==> src/hdl/drd_params.svh <==
// offsets, field positions, reset values and response codes of the dual ratio divider
`ifndef DRD_PARAMS_SVH
`define DRD_PARAMS_SVH

`define DRD_ADDR_W 4
`define DRD_CTRL_OFS 4'h0
`define DRD_STAT_OFS 4'h4

`define DRD_CTRL_FINE_LSB 0
`define DRD_CTRL_COARSE_LSB 2
`define DRD_CTRL_FREEZE_BIT 4
`define DRD_CTRL_CLEAR_N_BIT 5
`define DRD_CTRL_RST 6'h20

`define DRD_STAT_RUN_BIT 0
`define DRD_STAT_FINE_BIT 1
`define DRD_STAT_COARSE_BIT 2
`define DRD_STAT_CNT_LSB 4

`define DRD_RUN_RST 1'h1
`define DRD_CNT_RST 4'h0
`define DRD_CNT_W 4

`define DRD_RESP_OKAY 2'h0
`define DRD_RESP_DECERR 2'h3

`endif

==> src/hdl/drd_pkg.sv <==
// types shared by the dual ratio divider files
`default_nettype none
package drd_pkg;

  typedef struct packed {
    logic clear_n;
    logic freeze;
    logic [1:0] coarse_sel;
    logic [1:0] fine_sel;
  } drd_ctrl_s;

  typedef enum logic [1:0] {
    DRD_FINE_DIV1 = 2'h0,
    DRD_FINE_DIV2 = 2'h1,
    DRD_FINE_DIV4 = 2'h2,
    DRD_FINE_DIV8 = 2'h3
  } drd_fine_e;

endpackage : drd_pkg
`default_nettype wire

==> src/hdl/drd_clock_divider.sv <==
// axi4-lite control and status around the dual ratio divider core
`include "drd_params.svh"
`default_nettype none
// Behaviour
// fine path divides by 1,2,4,8; coarse path by 2,4,8,16; own selects.
// both paths clocked from one input clock so shared edges coincide.
// enable acts synchronously, switching only while the internal clock is low.
// enable captured on input clock falling edge; driver times it to that edge.
// on disable, dividers stop at the first falling edge afterwards.
// while frozen every divider flop keeps its count state.
// on re-enable, resume at next falling edge from held state, phase kept.
// after clear release, outputs go high after the first rising clock edge.
// each output frequency is input frequency over the selected ratio.
// while clear is low, all divider flops go to one common initial state.
module drd_clock_divider #(
  parameter int CNT_W = `DRD_CNT_W
) (
  input wire logic clk,
  input wire logic rstn,
  input wire logic [`DRD_ADDR_W-1:0] s_axi_awaddr,
  input wire logic s_axi_awvalid,
  output logic s_axi_awready,
  input wire logic [31:0] s_axi_wdata,
  input wire logic [3:0] s_axi_wstrb,
  input wire logic s_axi_wvalid,
  output logic s_axi_wready,
  output logic [1:0] s_axi_bresp,
  output logic s_axi_bvalid,
  input wire logic s_axi_bready,
  input wire logic [`DRD_ADDR_W-1:0] s_axi_araddr,
  input wire logic s_axi_arvalid,
  output logic s_axi_arready,
  output logic [31:0] s_axi_rdata,
  output logic [1:0] s_axi_rresp,
  output logic s_axi_rvalid,
  input wire logic s_axi_rready,
  output logic fine_ratio_out,
  output logic coarse_ratio_out
);

  drd_pkg::drd_ctrl_s ctrl_r;
  drd_pkg::drd_ctrl_s ctrl_nxt;
  logic aw_held_r;
  logic aw_held_nxt;
  logic [`DRD_ADDR_W-1:0] awaddr_r;
  logic [`DRD_ADDR_W-1:0] awaddr_nxt;
  logic w_held_r;
  logic w_held_nxt;
  logic [7:0] wbyte_r;
  logic [7:0] wbyte_nxt;
  logic wstrb0_r;
  logic wstrb0_nxt;
  logic bvalid_r;
  logic bvalid_nxt;
  logic [1:0] bresp_r;
  logic [1:0] bresp_nxt;
  logic rvalid_r;
  logic rvalid_nxt;
  logic [1:0] rresp_r;
  logic [1:0] rresp_nxt;
  logic [31:0] rdata_r;
  logic [31:0] rdata_nxt;
  logic fine_level;
  logic run_state;
  logic [CNT_W-1:0] count;
  logic do_write;
  logic [31:0] status_word;

  // one decode serves both channels, so write and read maps cannot drift apart
  function automatic logic drd_is_ctrl(input logic [`DRD_ADDR_W-1:0] a);
    drd_is_ctrl = (a == `DRD_CTRL_OFS);
  endfunction : drd_is_ctrl

  function automatic logic drd_is_stat(input logic [`DRD_ADDR_W-1:0] a);
    drd_is_stat = (a == `DRD_STAT_OFS);
  endfunction : drd_is_stat

  // address and data may arrive in either order; each is held until both are in
  assign s_axi_awready = ~aw_held_r;
  assign s_axi_wready = ~w_held_r;
  assign do_write = aw_held_r & w_held_r & ~bvalid_r;
  assign s_axi_bvalid = bvalid_r;
  assign s_axi_bresp = bresp_r;
  assign s_axi_arready = ~rvalid_r;
  assign s_axi_rvalid = rvalid_r;
  assign s_axi_rresp = rresp_r;
  assign s_axi_rdata = rdata_r;

  // live view: fields move between polls while the dividers run
  always_comb
  begin
    status_word = 32'h0000_0000;
    status_word[`DRD_STAT_RUN_BIT] = run_state;
    status_word[`DRD_STAT_FINE_BIT] = fine_level;
    status_word[`DRD_STAT_COARSE_BIT] = coarse_ratio_out;
    status_word[`DRD_STAT_CNT_LSB +: CNT_W] = count;
  end

  always_comb
  begin
    aw_held_nxt = aw_held_r;
    awaddr_nxt = awaddr_r;
    w_held_nxt = w_held_r;
    wbyte_nxt = wbyte_r;
    wstrb0_nxt = wstrb0_r;
    bvalid_nxt = bvalid_r;
    bresp_nxt = bresp_r;
    ctrl_nxt = ctrl_r;
    if (s_axi_awvalid && !aw_held_r)
    begin
      aw_held_nxt = 1'b1;
      awaddr_nxt = s_axi_awaddr;
    end
    if (s_axi_wvalid && !w_held_r)
    begin
      w_held_nxt = 1'b1;
      wbyte_nxt = s_axi_wdata[7:0];
      wstrb0_nxt = s_axi_wstrb[0];
    end
    if (do_write)
    begin
      bvalid_nxt = 1'b1;
      if (drd_is_ctrl(awaddr_r))
      begin
        bresp_nxt = `DRD_RESP_OKAY;
        // select, freeze and clear bits steer the core from the next edge on
        if (wstrb0_r)
          ctrl_nxt = drd_pkg::drd_ctrl_s'(wbyte_r[5:0]);
      end
      // status is read only: the write is answered and dropped
      else if (drd_is_stat(awaddr_r))
        bresp_nxt = `DRD_RESP_OKAY;
      // unmapped: refused with no side effect
      else
        bresp_nxt = `DRD_RESP_DECERR;
    end
    else if (bvalid_r && s_axi_bready)
    begin
      // both channels stay shut until the response is taken: one write at a time
      aw_held_nxt = 1'b0;
      w_held_nxt = 1'b0;
      bvalid_nxt = 1'b0;
    end
  end

  // read data registered, so it stands unchanged until rready
  always_comb
  begin
    rvalid_nxt = rvalid_r;
    rresp_nxt = rresp_r;
    rdata_nxt = rdata_r;
    if (s_axi_arvalid && !rvalid_r)
    begin
      rvalid_nxt = 1'b1;
      if (drd_is_ctrl(s_axi_araddr))
      begin
        rdata_nxt = {26'h0, ctrl_r};
        rresp_nxt = `DRD_RESP_OKAY;
      end
      else if (drd_is_stat(s_axi_araddr))
      begin
        rdata_nxt = status_word;
        rresp_nxt = `DRD_RESP_OKAY;
      end
      else
      begin
        rdata_nxt = 32'h0000_0000;
        rresp_nxt = `DRD_RESP_DECERR;
      end
    end
    else if (rvalid_r && s_axi_rready)
      rvalid_nxt = 1'b0;
  end

  // reset leaves the core running at its default ratios, ready for the first edge
  always_ff @(posedge clk or negedge rstn)
  begin
    if (!rstn)
    begin
      ctrl_r <= drd_pkg::drd_ctrl_s'(`DRD_CTRL_RST);
      aw_held_r <= 1'b0;
      awaddr_r <= '0;
      w_held_r <= 1'b0;
      wbyte_r <= 8'h00;
      wstrb0_r <= 1'b0;
      bvalid_r <= 1'b0;
      bresp_r <= `DRD_RESP_OKAY;
      rvalid_r <= 1'b0;
      rresp_r <= `DRD_RESP_OKAY;
      rdata_r <= 32'h0000_0000;
    end
    else
    begin
      ctrl_r <= ctrl_nxt;
      aw_held_r <= aw_held_nxt;
      awaddr_r <= awaddr_nxt;
      w_held_r <= w_held_nxt;
      wbyte_r <= wbyte_nxt;
      wstrb0_r <= wstrb0_nxt;
      bvalid_r <= bvalid_nxt;
      bresp_r <= bresp_nxt;
      rvalid_r <= rvalid_nxt;
      rresp_r <= rresp_nxt;
      rdata_r <= rdata_nxt;
    end
  end

  drd_divider_core #(
    .CNT_W(CNT_W)
  ) u_core (
    .clk(clk),
    .rstn(rstn),
    .ctrl(ctrl_r),
    .fine_ratio_out(fine_ratio_out),
    .coarse_ratio_out(coarse_ratio_out),
    .fine_level(fine_level),
    .run_state(run_state),
    .count(count)
  );

endmodule : drd_clock_divider
`default_nettype wire

==> src/hdl/drd_divider_core.sv <==
// shared down-counter with falling-edge run gate and per-path output taps
`include "drd_params.svh"
`default_nettype none
module drd_divider_core #(
  parameter int CNT_W = `DRD_CNT_W
) (
  input wire logic clk,
  input wire logic rstn,
  input wire drd_pkg::drd_ctrl_s ctrl,
  output logic fine_ratio_out,
  output logic coarse_ratio_out,
  output logic fine_level,
  output logic run_state,
  output logic [CNT_W-1:0] count
);

  logic run_r;
  logic run_nxt;
  logic [CNT_W-1:0] cnt_r;
  logic [CNT_W-1:0] cnt_nxt;
  logic fine_r;
  logic fine_nxt;
  logic coarse_r;
  logic coarse_nxt;

  function automatic logic drd_tap(input logic [CNT_W-1:0] c, input logic [1:0] idx);
    drd_tap = c[idx];
  endfunction : drd_tap

  // gate flop moves only on the falling edge, so the gated clock is low when it changes
  always_comb
  begin
    run_nxt = ~ctrl.freeze & ctrl.clear_n;
  end

  always_ff @(negedge clk or negedge rstn)
  begin
    if (!rstn)
      run_r <= `DRD_RUN_RST;
    else
      run_r <= run_nxt;
  end

  // one counter feeds both paths, so shared edges line up
  always_comb
  begin
    if (!ctrl.clear_n)
      cnt_nxt = CNT_W'(`DRD_CNT_RST);
    else if (run_r)
      cnt_nxt = CNT_W'(cnt_r - 1'b1);
    else
      cnt_nxt = cnt_r;
    // down-count from zero makes every tap rise on the first edge after clear
    if (!ctrl.clear_n)
    begin
      fine_nxt = 1'b0;
      coarse_nxt = 1'b0;
    end
    else
    begin
      fine_nxt = drd_tap(cnt_nxt, 2'(ctrl.fine_sel - 2'h1));
      coarse_nxt = drd_tap(cnt_nxt, ctrl.coarse_sel);
    end
  end

  always_ff @(posedge clk or negedge rstn)
  begin
    if (!rstn)
    begin
      cnt_r <= CNT_W'(`DRD_CNT_RST);
      fine_r <= 1'b0;
      coarse_r <= 1'b0;
    end
    else
    begin
      cnt_r <= cnt_nxt;
      fine_r <= fine_nxt;
      coarse_r <= coarse_nxt;
    end
  end

  // divide by one is the gated clock itself; a select change while clk is high may glitch
  assign fine_ratio_out = (ctrl.fine_sel == drd_pkg::DRD_FINE_DIV1) ? (clk & run_r) : fine_r;
  assign coarse_ratio_out = coarse_r;
  assign fine_level = fine_r;
  assign run_state = run_r;
  assign count = cnt_r;

endmodule : drd_divider_core
`default_nettype wire

==> config.mk <==
export PLATFORM = sky130hd
export DESIGN_NAME = drd_clock_divider
export DESIGN_NICKNAME = d
export VERILOG_FILES = /design/src/hdl/drd_pkg.sv /design/src/hdl/drd_clock_divider.sv /design/src/hdl/drd_divider_core.sv
export VERILOG_INCLUDE_DIRS = /design/src /design/src/hdl
export SDC_FILE = /design/constraint.sdc
export NUM_CORES = 1
export LEC_CHECK = 0
export BUFFER_PORTS_ARGS = -buffer_cell sky130_fd_sc_hd__buf_2
export CORE_MARGIN = 1.5
export CORE_UTILIZATION = 42
export CTS_CLUSTER_SIZE = 30
export DETAILED_ROUTE_END_ITERATION = 10
export HOLD_SLACK_MARGIN = 0.02
export PLACE_DENSITY_LB_ADDON = 0.2
export SYNTH_ARGS = -nofsm -noshare
export SYNTH_HDL_FRONTEND = slang
export SYNTH_SLANG_ARGS = --single-unit
==> constraint.sdc <==
create_clock -name clk -period 3.48 [get_ports clk]
set_input_delay 0.696 -clock clk [delete_from_list [all_inputs] [get_ports clk]]
set_output_delay 0.696 -clock clk [all_outputs]
set_load 0.005 [all_outputs]
== Word level (Yosys, flattened, before mapping) ==
Index checks and enable logic that the tools add are counted.
Widths: inputs -> output; s select.
Word-level totals
  output and inout bits: 43
  word-level logic and storage cells: 72
  register bits after elaboration: 64
Operators by class
  $add $sub $neg: 2
  reductions and logical operators: 14
  eq/ne operators: 2
  bitwise logic cells: 9
  multiplexer cells: 25
  $lt $le $gt $ge: 2
Operator list (number)
  $mux 8: 2
  $mux 1: 15
  $eq 4x3->1 const B: 2
  $logic_not 4->1: 2
  $mux 2: 4
  $mux 4: 2
  $lt 2x3->1 const B: 2
  $logic_and 1x1->1: 5
  $not 1->1: 5
  $and 1x1->1: 4
  $bmux 1 s2: 2
  $reduce_bool 2->1: 2
  $sub 4x1->4 const B: 1
  $logic_not 1->1: 3
  $reduce_and 3->1: 1
  $logic_not 2->1: 1
  $sub 2x1->2 const B: 1

== Longest topological paths before layout ==
Gate-level depths: netlist of the first run.
  depth in word-level cells: 6
  depth in mapped cells: 6
  depth with buffers taken out: 6

== Cells and area by module ==
Synthesis of the first run repeated with hierarchy kept, for this count alone.
Unflattened totals
  cell total of the unflattened synthesis: 179
  area, all modules: 2008.2 um^2
Modules (own cells, without submodules)
  drd_clock_divider: area an instance 1502.7 um^2, cells each 127, times used 1
  drd_divider_core: area an instance 505.5 um^2, cells each 52, times used 1

==> results.sh, run 1 <==
export IMPL_min_path_type="in -> async"
export IMPL_drt_total_wl_um=3150
export IMPL_end_kind="primary output"
export IMPL_multi_input_area_um2=758
export IMPL_timing_rr_start="u_core.run_state$_DFF_NN1_"
export IMPL_power_density_nw_per_um2=675
export IMPL_outcome="complete, but fails checks"
export IMPL_dr_pass1_iters=4
export IMPL_rr_worst_depth=5
export IMPL_gp_congestion=0.770
export IMPL_regArea_um2=953
export IMPL_drc_errors=0
export IMPL_finalSetupViolCount=2
export IMPL_synth_distinct_cells=31
export IMPL_relSlewSlack_pct=55.2
export IMPL_cp_slowest_cell="dfstp_2"
export IMPL_layout_nets=267
export IMPL_rows=24
export IMPL_ant_nets=0
export IMPL_cts_hold_buf=0
export IMPL_rsz0062_at_grt="true"
export IMPL_io_buffers=40
export IMPL_layout_commonest_cell="buf_2"
export IMPL_clk_pin_slew_ns=0.07
export IMPL_via_per_inst=4.64
export IMPL_overflow=0
export IMPL_vias=1240
export IMPL_grt_pass1_wl_um=5210
export IMPL_first_iter_violations=55
export IMPL_final_cell_mix="40 x buf_2, 36 x dfrtp_1, 24 x conb_1, 18 x mux2_2"
export IMPL_drive_gt1_share_pct=36.3
export IMPL_violations="negative setup slack"
export IMPL_criticalPathCategory="reg -> out"
export IMPL_startpoint_type="register"
export IMPL_leakagePower_uw=0.00107
export IMPL_required_ns=2.78
export IMPL_cts_tree="yes"
export IMPL_grt_use_total_pct=14.3
export IMPL_hpwl_um=2230
export IMPL_cp_max_fo=2
export IMPL_clk_latency_ns=0.46
export IMPL_critical_path_arrival_ns=2.96
export IMPL_antenna_cells=0
export IMPL_hold_viol=0
export IMPL_syn2layout_area_growth_pct=15.4
export IMPL_fin_worst_skew_ns=0.0693
export IMPL_fillers=421
export IMPL_worst_path_buf_inv=1
export IMPL_ios=94
export IMPL_coreArea_um2=4320
export IMPL_yosysSeqAreaShare_pct=50.9
export IMPL_wl_per_cell_um=11.8
export IMPL_initial_core_util_pct=43.3
export IMPL_fin_tns_setup_ns=-0.176
export IMPL_vdd_drop_max_mv=0.385
export IMPL_antenna_found_initial=0
export IMPL_setup_slack_ns=-0.176
export IMPL_reg2reg_to="u_core.coarse_ratio_out$_DFF_PN0_"
export IMPL_die_h_um=69.8
export IMPL_die_area_um2=4870
export IMPL_cp_top_family="flip-flops"
export IMPL_worst_pin_slew_ns=0.670
export IMPL_postSynthAreaPerCell_um2=11.0
export IMPL_yosys_warnings=0
export IMPL_grt_max_degree=38
export IMPL_cap_violations=0
export IMPL_final_core_util_pct=50.0
export IMPL_crit_cells=3
export IMPL_fp_dieW_um=69.8
export IMPL_path_cells="nand3_2, o21ai_2, buf_2"
export IMPL_drv_slew=0
export IMPL_syn_area_um2=1870
export IMPL_grt_pass1_vias=1099
export IMPL_r2r_setup_slack_ns=0.07
export IMPL_slowest_delay_ns=0.53
export IMPL_ys_ff_latch=38
export IMPL_syn_instance_count=170
-- kinds of logic (layout without fill, tap and decap cells) --
group                    Yosys count  count (layout)  share of synthesized area (%)
flip-flops                        38              38                           50.9
AO/OA/AOI/OAI                     22              22                           7.21
adder cells (fa/ha/maj)            2               2                           1.34
multiplexers                      23              23                           13.5
AND/OR/NAND/NOR                   38              38                           11.5
buffers and inverters             44              66                           14.4
XOR/XNOR                           2               2                          0.935
other                              1              24                          0.200
-- synth_stat cells --
| cell | instances | area share (%) |
|---|---|---|
| buf_4 | 26 | 10 |
| a21bo_2 | 1 | 0.53 |
| nor4_2 | 1 | 0.67 |
| conb_1 | 1 | 0.20 |
| o41ai_1 | 1 | 0.47 |
| mux2_2 | 18 | 11 |
| a31oi_1 | 1 | 0.33 |
| dfrtp_1 | 36 | 48 |
| o31ai_1 | 5 | 2.0 |
| nand3b_1 | 4 | 1.6 |
| dfstp_2 | 2 | 2.8 |
| nor4b_4 | 1 | 1.3 |
| clkbuf_1 | 4 | 0.80 |
| xor2_1 | 1 | 0.47 |
| xnor2_1 | 1 | 0.47 |
| a21oi_1 | 5 | 1.3 |
| or3_1 | 2 | 0.67 |
| inv_1 | 13 | 2.6 |
| o211ai_1 | 1 | 0.40 |
| buf_6 | 1 | 0.60 |
| nor3_1 | 3 | 0.80 |
| nor2_1 | 5 | 1.0 |
| ha_1 | 2 | 1.3 |
| nor4_1 | 1 | 0.33 |
| and2_1 | 2 | 0.67 |
| o21ai_0 | 8 | 2.1 |
| nand2_1 | 13 | 2.6 |
| and3_2 | 1 | 0.40 |
| nor2b_1 | 2 | 0.67 |
| nand3_1 | 3 | 0.80 |
| mux2i_1 | 5 | 2.7 |
-- cell type report --
cell class                 count  area share [%]
multi-input combinational    111            35.1
timing repair buffer          41            9.72
clock inverter                 2           0.347
clock buffer                  11            5.67
inverter                      12            2.08
sequential                    38            44.1
tap                           52            3.01
-- per-layer routing --
metal | part of all wire, % | GRT usage (%) | vias up
met4 | 2.7 | 9.19 | 0
met5 | 0 | 0 | -
met3 | 7.3 | 7.12 | 9
li1 | - | - | 612
met2 | 43 | 18.5 | 53
met1 | 47 | 18.6 | 566
-- through the flow --
stage	cells	instance area [um^2]	power [uW]	hold WS, ns	setup WS, ns
floorplan	193	1960	980	0.400	0.284
global placement	255	2010	1060	0.459	0.164
detailed placement	255	2010	1070	0.458	0.142
CTS	267	2140	1460	0.377	-0.212
global route	267	2160	1570	0.403	-0.238
finish	267	2160	1460	0.361	-0.176
-- how the worst max path moves through the flow --
stage	startpoint	end
6_report	u_core.run_state$_DFF_NN1_	fine_ratio_out
5_1_grt	u_core.run_state$_DFF_NN1_	fine_ratio_out
4_1_cts	u_core.run_state$_DFF_NN1_	fine_ratio_out
3_5_place_dp	u_core.run_state$_DFF_NN1_	u_core.coarse_ratio_out$_DFF_PN0_
3_3_place_gp	u_core.run_state$_DFF_NN1_	fine_ratio_out
2_1_floorplan	u_core.run_state$_DFF_NN1_	fine_ratio_out
-- sequential cells by signal (all words and copies together), names as in the netlist --
name	flops
u_core.coarse_ratio_out	1
wbyte_r	6
s_axi_rresp	1
ctrl_r	6
aw_held_r	1
s_axi_bvalid	1
u_core.run_state	1
s_axi_rvalid	1
s_axi_rdata	8
awaddr_r	4
u_core.fine_level	1
w_held_r	1
u_core.count	4
wstrb0_r	1
s_axi_bresp	1
-- power by group --
group	total [uW]	switching [uW]	leakage [uW]	internal, uW
logic	381	174	0.000511	207
clock network	388	168	0.0000768	220
registers	691	109	0.000477	583
-- what timing repair did --
action	CTS	global route
pin swaps	0	0
gates cloned	0	0
buffers inserted	1	0
endpoints found under the setup margin	2	4
gates resized for setup	2	3
Note: power is estimated with default switching activity, not from simulation.
==> inputs of run 2 (changes only) <==
CORE_MARGIN = default   (was 1.5)
==> run 2 against run 1 <==
Net effect: the run still ends with negative setup slack left; combinational power is 3% higher; wire length grew 5.1%; critical path depth unchanged; count of clock-buffer cells in the layout unchanged; critical path type unchanged; critical endpoint unchanged; sequential power hardly changed; power grew 3.3%; first-iteration DRC count decreased by 44%; final area up 0.81%; largest power group unchanged; clock power increased by 9.0%.
==> results.sh, run 2 (synthesis gave the netlist of run 1 again) <==
export IMPL_grt_pass1_vias=1241
export IMPL_finalSetupViolCount=2
export IMPL_p_seq_share_pct=46.0
export IMPL_grt_pass1_wl_um=5330
export IMPL_cp_max_fo=2
export IMPL_die_h_um=68.8
export IMPL_vias=1271
export IMPL_drt_total_wl_um=3320
export IMPL_outcome="complete, but fails checks"
export IMPL_grt_max_degree=38
export IMPL_syn2layout_area_growth_pct=16.4
export IMPL_end_kind="primary output"
export IMPL_antenna_cells=0
export IMPL_drive_gt1_share_pct=37.2
export IMPL_via_per_inst=4.80
export IMPL_first_iter_violations=31
export IMPL_coreArea_um2=4140
export IMPL_r2r_setup_slack_ns=0.01
export IMPL_reg2reg_to="u_core.fine_level$_DFF_PN0_"
export IMPL_required_ns=2.78
export IMPL_cts_tree="yes"
export IMPL_rsz0062_at_grt="true"
export IMPL_relSlewSlack_pct=59.1
export IMPL_io_buffers=40
export IMPL_antenna_found_initial=0
export IMPL_die_area_um2=4730
export IMPL_fp_dieW_um=68.8
export IMPL_endpoint="fine_ratio_out"
export IMPL_setup_slack_ns=-0.186
export IMPL_layout_commonest_cell="buf_2"
export IMPL_ios=94
export IMPL_clk_latency_ns=0.45
export IMPL_layout_nets=267
export IMPL_initial_core_util_pct=45.2
export IMPL_grt_use_total_pct=16.6
export IMPL_hold_viol=0
export IMPL_placed_cell_area_um2=2010
export IMPL_design_area_um2=2180
export IMPL_startpoint_type="register"
export IMPL_violations="negative setup slack"
export IMPL_critical_path_arrival_ns=2.97
export IMPL_largest_reg_flops=8
export IMPL_met2_length_um=1570
export IMPL_wl_per_cell_um=12.5
export IMPL_vdd_drop_max_mv=0.352
export IMPL_rows=23
export IMPL_hpwl_um=2510
export IMPL_wl_met1_um=1440
export IMPL_fillers=383
export IMPL_drv_slew=0
export IMPL_dr_pass1_iters=4
export IMPL_criticalPathCategory="reg -> out"
export IMPL_rr_worst_depth=5
export IMPL_p_switching_uw=460
export IMPL_switching_share_pct=30.5
export IMPL_min_path_type="in -> async"
export IMPL_fin_hold_ws_ns=0.387
export IMPL_pwr_share_comb_pct=25.9
export IMPL_final_cell_mix="40 x buf_2, 36 x dfrtp_1, 24 x conb_1, 18 x mux2_2"
export IMPL_met3_length_um=266
export IMPL_fin_worst_skew_ns=0.0731
export IMPL_cap_violations=0
export IMPL_place_ws_ns=0.134
export IMPL_startpoint="u_core.run_state$_DFF_NN1_"
export IMPL_pwr_share_clk_pct=28.1
export IMPL_leakagePower_uw=0.00108
export IMPL_ant_nets=0
export IMPL_timing_rr_start="u_core.run_state$_DFF_NN1_"
export IMPL_power_density_nw_per_um2=692
export IMPL_cell_internal_pwr_uw=1050
export IMPL_drc_errors=0
export IMPL_top_layer_used="met4"
export IMPL_worst_pin_slew_ns=0.612
export IMPL_clk_pin_slew_ns=0.07
export IMPL_overflow=0
export IMPL_gp_congestion=0.788
==> run 2: power groups by stage <==
| stage | clock network [uW] | logic [uW] | registers, uW |
|---|---|---|---|
| floorplan | 7.33 | 304 | 669 |
| global placement | 10.3 | 347 | 697 |
| detailed placement | 10.3 | 361 | 711 |
| CTS | 436 | 384 | 692 |
| global route | 465 | 442 | 716 |
| finish | 423 | 391 | 694 |
==> run 2: timing repair <==
item                                    4_1_cts  5_1_grt
endpoints found under the setup margin        2        4
hold buffers                                  0        0
setup buffers                                 1        0
resized for setup                             3        2
==> run 2: worst min-delay path by stage <==
stage / from / to / slack, ns
final: rstn / aw_held_r$_DFF_PN0_ / 0.39
after global routing: rstn / s_axi_rdata[2]$_DFFE_PN0P_ / 0.42
after CTS: rstn / s_axi_bvalid$_DFFE_PN0P_ / 0.41
after detailed placement: s_axi_rdata[0]$_DFFE_PN0P_ / s_axi_rdata[0]$_DFFE_PN0P_ / 0.47
after global placement: s_axi_rdata[3]$_DFFE_PN0P_ / s_axi_rdata[3]$_DFFE_PN0P_ / 0.45
after floorplan: rstn / aw_held_r$_DFF_PN0_ / 0.40
==> run 2: per-layer routing <==
layer | up-vias | track usage [%]
li1 | 613 | -
met1 | 592 | 17.1
met2 | 59 | 26.5
met3 | 7 | 9.87
met4 | 0 | 8.93
met5 | - | 0
==> run 2: final cells by class <==
class / count / area [um^2] / area share, %
clock buffers: 11 / 143 / 6.54
clock inverters: 2 / 7.51 / 0.344
inverters: 12 / 45.0 / 2.07
multi-input cells: 111 / 758 / 34.8
flip-flops and latches: 38 / 953 / 43.7
well taps: 50 / 62.6 / 2.87
repair buffers: 41 / 210 / 9.64
==> run 2: worst max-delay path, stage by stage (launching register included) <==
cell,delay [ns]
dfstp_2,0.53
nand3_2,0.06
o21ai_2,0.06
buf_2,0.13
==> run 2: through the flow <==
step	util, %	cells	setup TNS [ns]	total power [uW]
final	52.6	265	-0.186	1510
after global routing	52.6	265	-0.307	1620
after CTS	52.3	265	-0.197	1510
after detailed placement	48.5	253	0	1080
after global placement	48.5	253	0	1050
after floorplan	-	193	0	980
==> inputs of run 3 (changes only) <==
ABC_AREA = 1   (was default)
SETUP_SLACK_MARGIN = 0.4   (was default)
==> run 3 against run 2 <==
Net effect: the run still ends with negative setup slack left; clock power fell by 5.4%; worst setup slack got worse by 0.0028 ns; wire length fell by 0.39%; worst hold slack got worse by 0.025 ns; critical endpoint unchanged; sequential cell count did not move; count of clock-buffer cells in the layout fell by 1; clock skew fell by 0.0021 ns; critical path type unchanged; critical path depth did not move; cell count rose by 13%; die area rose by 1.8%.
==> results.sh, run 3 <==
export IMPL_setup_slack_ns=-0.189
export IMPL_fillers=435
export IMPL_ios=94
export IMPL_wl_per_cell_um=11.0
export IMPL_syn_instance_count=201
export IMPL_cap_violations=0
export IMPL_fin_worst_skew_ns=0.0710
export IMPL_overflow=0
export IMPL_yosysSeqAreaShare_pct=50.0
export IMPL_drive_gt1_share_pct=35.9
export IMPL_synth_edff_count=0
export IMPL_critical_path_arrival_ns=2.97
export IMPL_largest_reg_flops=8
export IMPL_yosys_top_cells_area="dfrtp_1 47%, buf_4 10%, mux2_2 5.9%"
export IMPL_die_h_um=69.4
export IMPL_ant_nets=0
export IMPL_coreArea_um2=4350
export IMPL_min_path_type="in -> async"
export IMPL_grt_use_total_pct=15.8
export IMPL_synth_largest_area_cell="dfrtp_1"
export IMPL_final_cell_mix="40 x buf_2, 36 x dfrtp_1, 26 x nand2_1, 25 x inv_1, 24 x conb_1"
export IMPL_clk_latency_ns=0.46
export IMPL_drc_errors=0
export IMPL_relSlewSlack_pct=55.1
export IMPL_antenna_cells=0
export IMPL_synthFlopType="dfrtp_1"
export IMPL_fin_hold_ws_ns=0.362
export IMPL_place_ws_ns=0.312
export IMPL_startpoint_type="register"
export IMPL_synth_top_area_share_pct=47.2
export IMPL_required_ns=2.78
export IMPL_hpwl_um=2290
export IMPL_ys_ff_latch=38
export IMPL_placed_cell_area_um2=2050
export IMPL_gp_congestion=0.813
export IMPL_worst_pin_slew_ns=0.671
export IMPL_rsz0062_at_grt="true"
export IMPL_leakagePower_uw=0.00113
export IMPL_first_iter_violations=51
export IMPL_synth_most_common_cell="dfrtp_1"
export IMPL_synth_common_cells="36 x dfrtp_1, 26 x buf_4, 26 x nand2_1"
export IMPL_vias=1361
export IMPL_die_area_um2=4810
export IMPL_grt_max_degree=38
export IMPL_outcome="complete, but fails checks"
export IMPL_synth_distinct_cells=26
export IMPL_cp_max_fo=2
export IMPL_layout_commonest_cell="buf_2"
export IMPL_cts_tree="yes"
export IMPL_io_buffers=40
export IMPL_drv_slew=0
export IMPL_vdd_drop_max_mv=0.363
export IMPL_syn2layout_area_growth_pct=15.7
export IMPL_antenna_found_initial=0
export IMPL_violations="negative setup slack"
export IMPL_syn_area_um2=1910
export IMPL_grt_pass1_wl_um=5640
export IMPL_via_per_inst=4.54
export IMPL_end_kind="primary output"
export IMPL_design_area_um2=2210
export IMPL_postSynthAreaPerCell_um2=9.49
export IMPL_async_flop_share_pct=100
export IMPL_initial_core_util_pct=43.8
export IMPL_layout_nets=300
export IMPL_fp_dieW_um=69.4
export IMPL_drt_total_wl_um=3300
export IMPL_power_density_nw_per_um2=702
export IMPL_yosys_warnings=0
export IMPL_finalSetupViolCount=2
export IMPL_dr_pass1_iters=4
export IMPL_clk_pin_slew_ns=0.07
export IMPL_rows=24
export IMPL_grt_pass1_vias=1254
export IMPL_criticalPathCategory="reg -> out"
export IMPL_hold_viol=0
run 3: cells by family (layout without fill, tap and decap cells):
| kind of cell | after synthesis | after routing | share of synthesized area [%] |
|---|---|---|---|
| buf+inv | 55 | 79 | 16.9 |
| other cells | 1 | 24 | 0.197 |
| mux | 10 | 10 | 5.91 |
| compound gates | 23 | 23 | 7.87 |
| simple gates | 72 | 72 | 17.8 |
| flops | 38 | 38 | 50.0 |
| fa+ha+maj | 2 | 2 | 1.31 |
run 3: area by class of cell:
type,instances,area [um^2],area share (%)
clock buffer,10,119,5.39
clock inverter,3,12.5,0.567
inverter,25,93.8,4.25
multi-input combinational,131,753,34.1
sequential,38,953,43.2
tap,52,65.1,2.95
timing repair buffer,41,210,9.52
run 3: where the power goes:
part | total [uW] | switching (uW) | internal, uW
combinational | 455 | 250 | 205
sequential | 693 | 98.0 | 595
clock | 400 | 179 | 221
total | 1550 | 527 | 1020
run 3: final timing paths:
kind                                             from                                 to  slack, ns  cells past startpoint
setup / recovery           u_core.run_state$_DFF_NN1_                     fine_ratio_out      -0.19                      3
hold / removal                                   rstn         s_axi_rdata[2]$_DFFE_PN0P_       0.36                      2
setup reg to reg           u_core.run_state$_DFF_NN1_  u_core.coarse_ratio_out$_DFF_PN0_       0.39                      7
hold reg to reg                wbyte_r[0]$_DFFE_PN0P_              ctrl_r[0]$_DFFE_PN0P_       0.48                      2
max in group asynchronous                        rstn         u_core.run_state$_DFF_NN1_       1.54                      1
min in group clk               wbyte_r[0]$_DFFE_PN0P_              ctrl_r[0]$_DFFE_PN0P_       0.48                      2
run 3: timing repair:
action	in CTS	in global routing
hold buffers	0	0
pin swaps	0	2
setup endpoints to repair	2	5
resized for setup	5	4
cloned	0	0
setup buffers	0	0
run 3: worst max-delay path, stage by stage (launching register included):
cell and delay, ns:
dfstp_2 0.52, nand3_2 0.06, o21ai_2 0.06, buf_2 0.13
run 3: through the flow:
stage / cells / util (%) / total power, uW / setup TNS (ns)
floorplan: 224 / - / 1030 / 0
global placement: 289 / 47.0 / 1140 / 0
detailed placement: 289 / 47.0 / 1140 / 0
CTS: 300 / 50.3 / 1550 / -0.207
global route: 300 / 50.7 / 1670 / -0.229
finish: 300 / 50.7 / 1550 / -0.189
run 3: layer usage:
metal  up-vias  wire (um)  global-route usage (%)
met5         -          0                       0
li1        682          -                       -
met2        58       1500                    22.7
met3         4        257                    8.14
met4         0         59                    9.52
met1       617       1490                    18.8
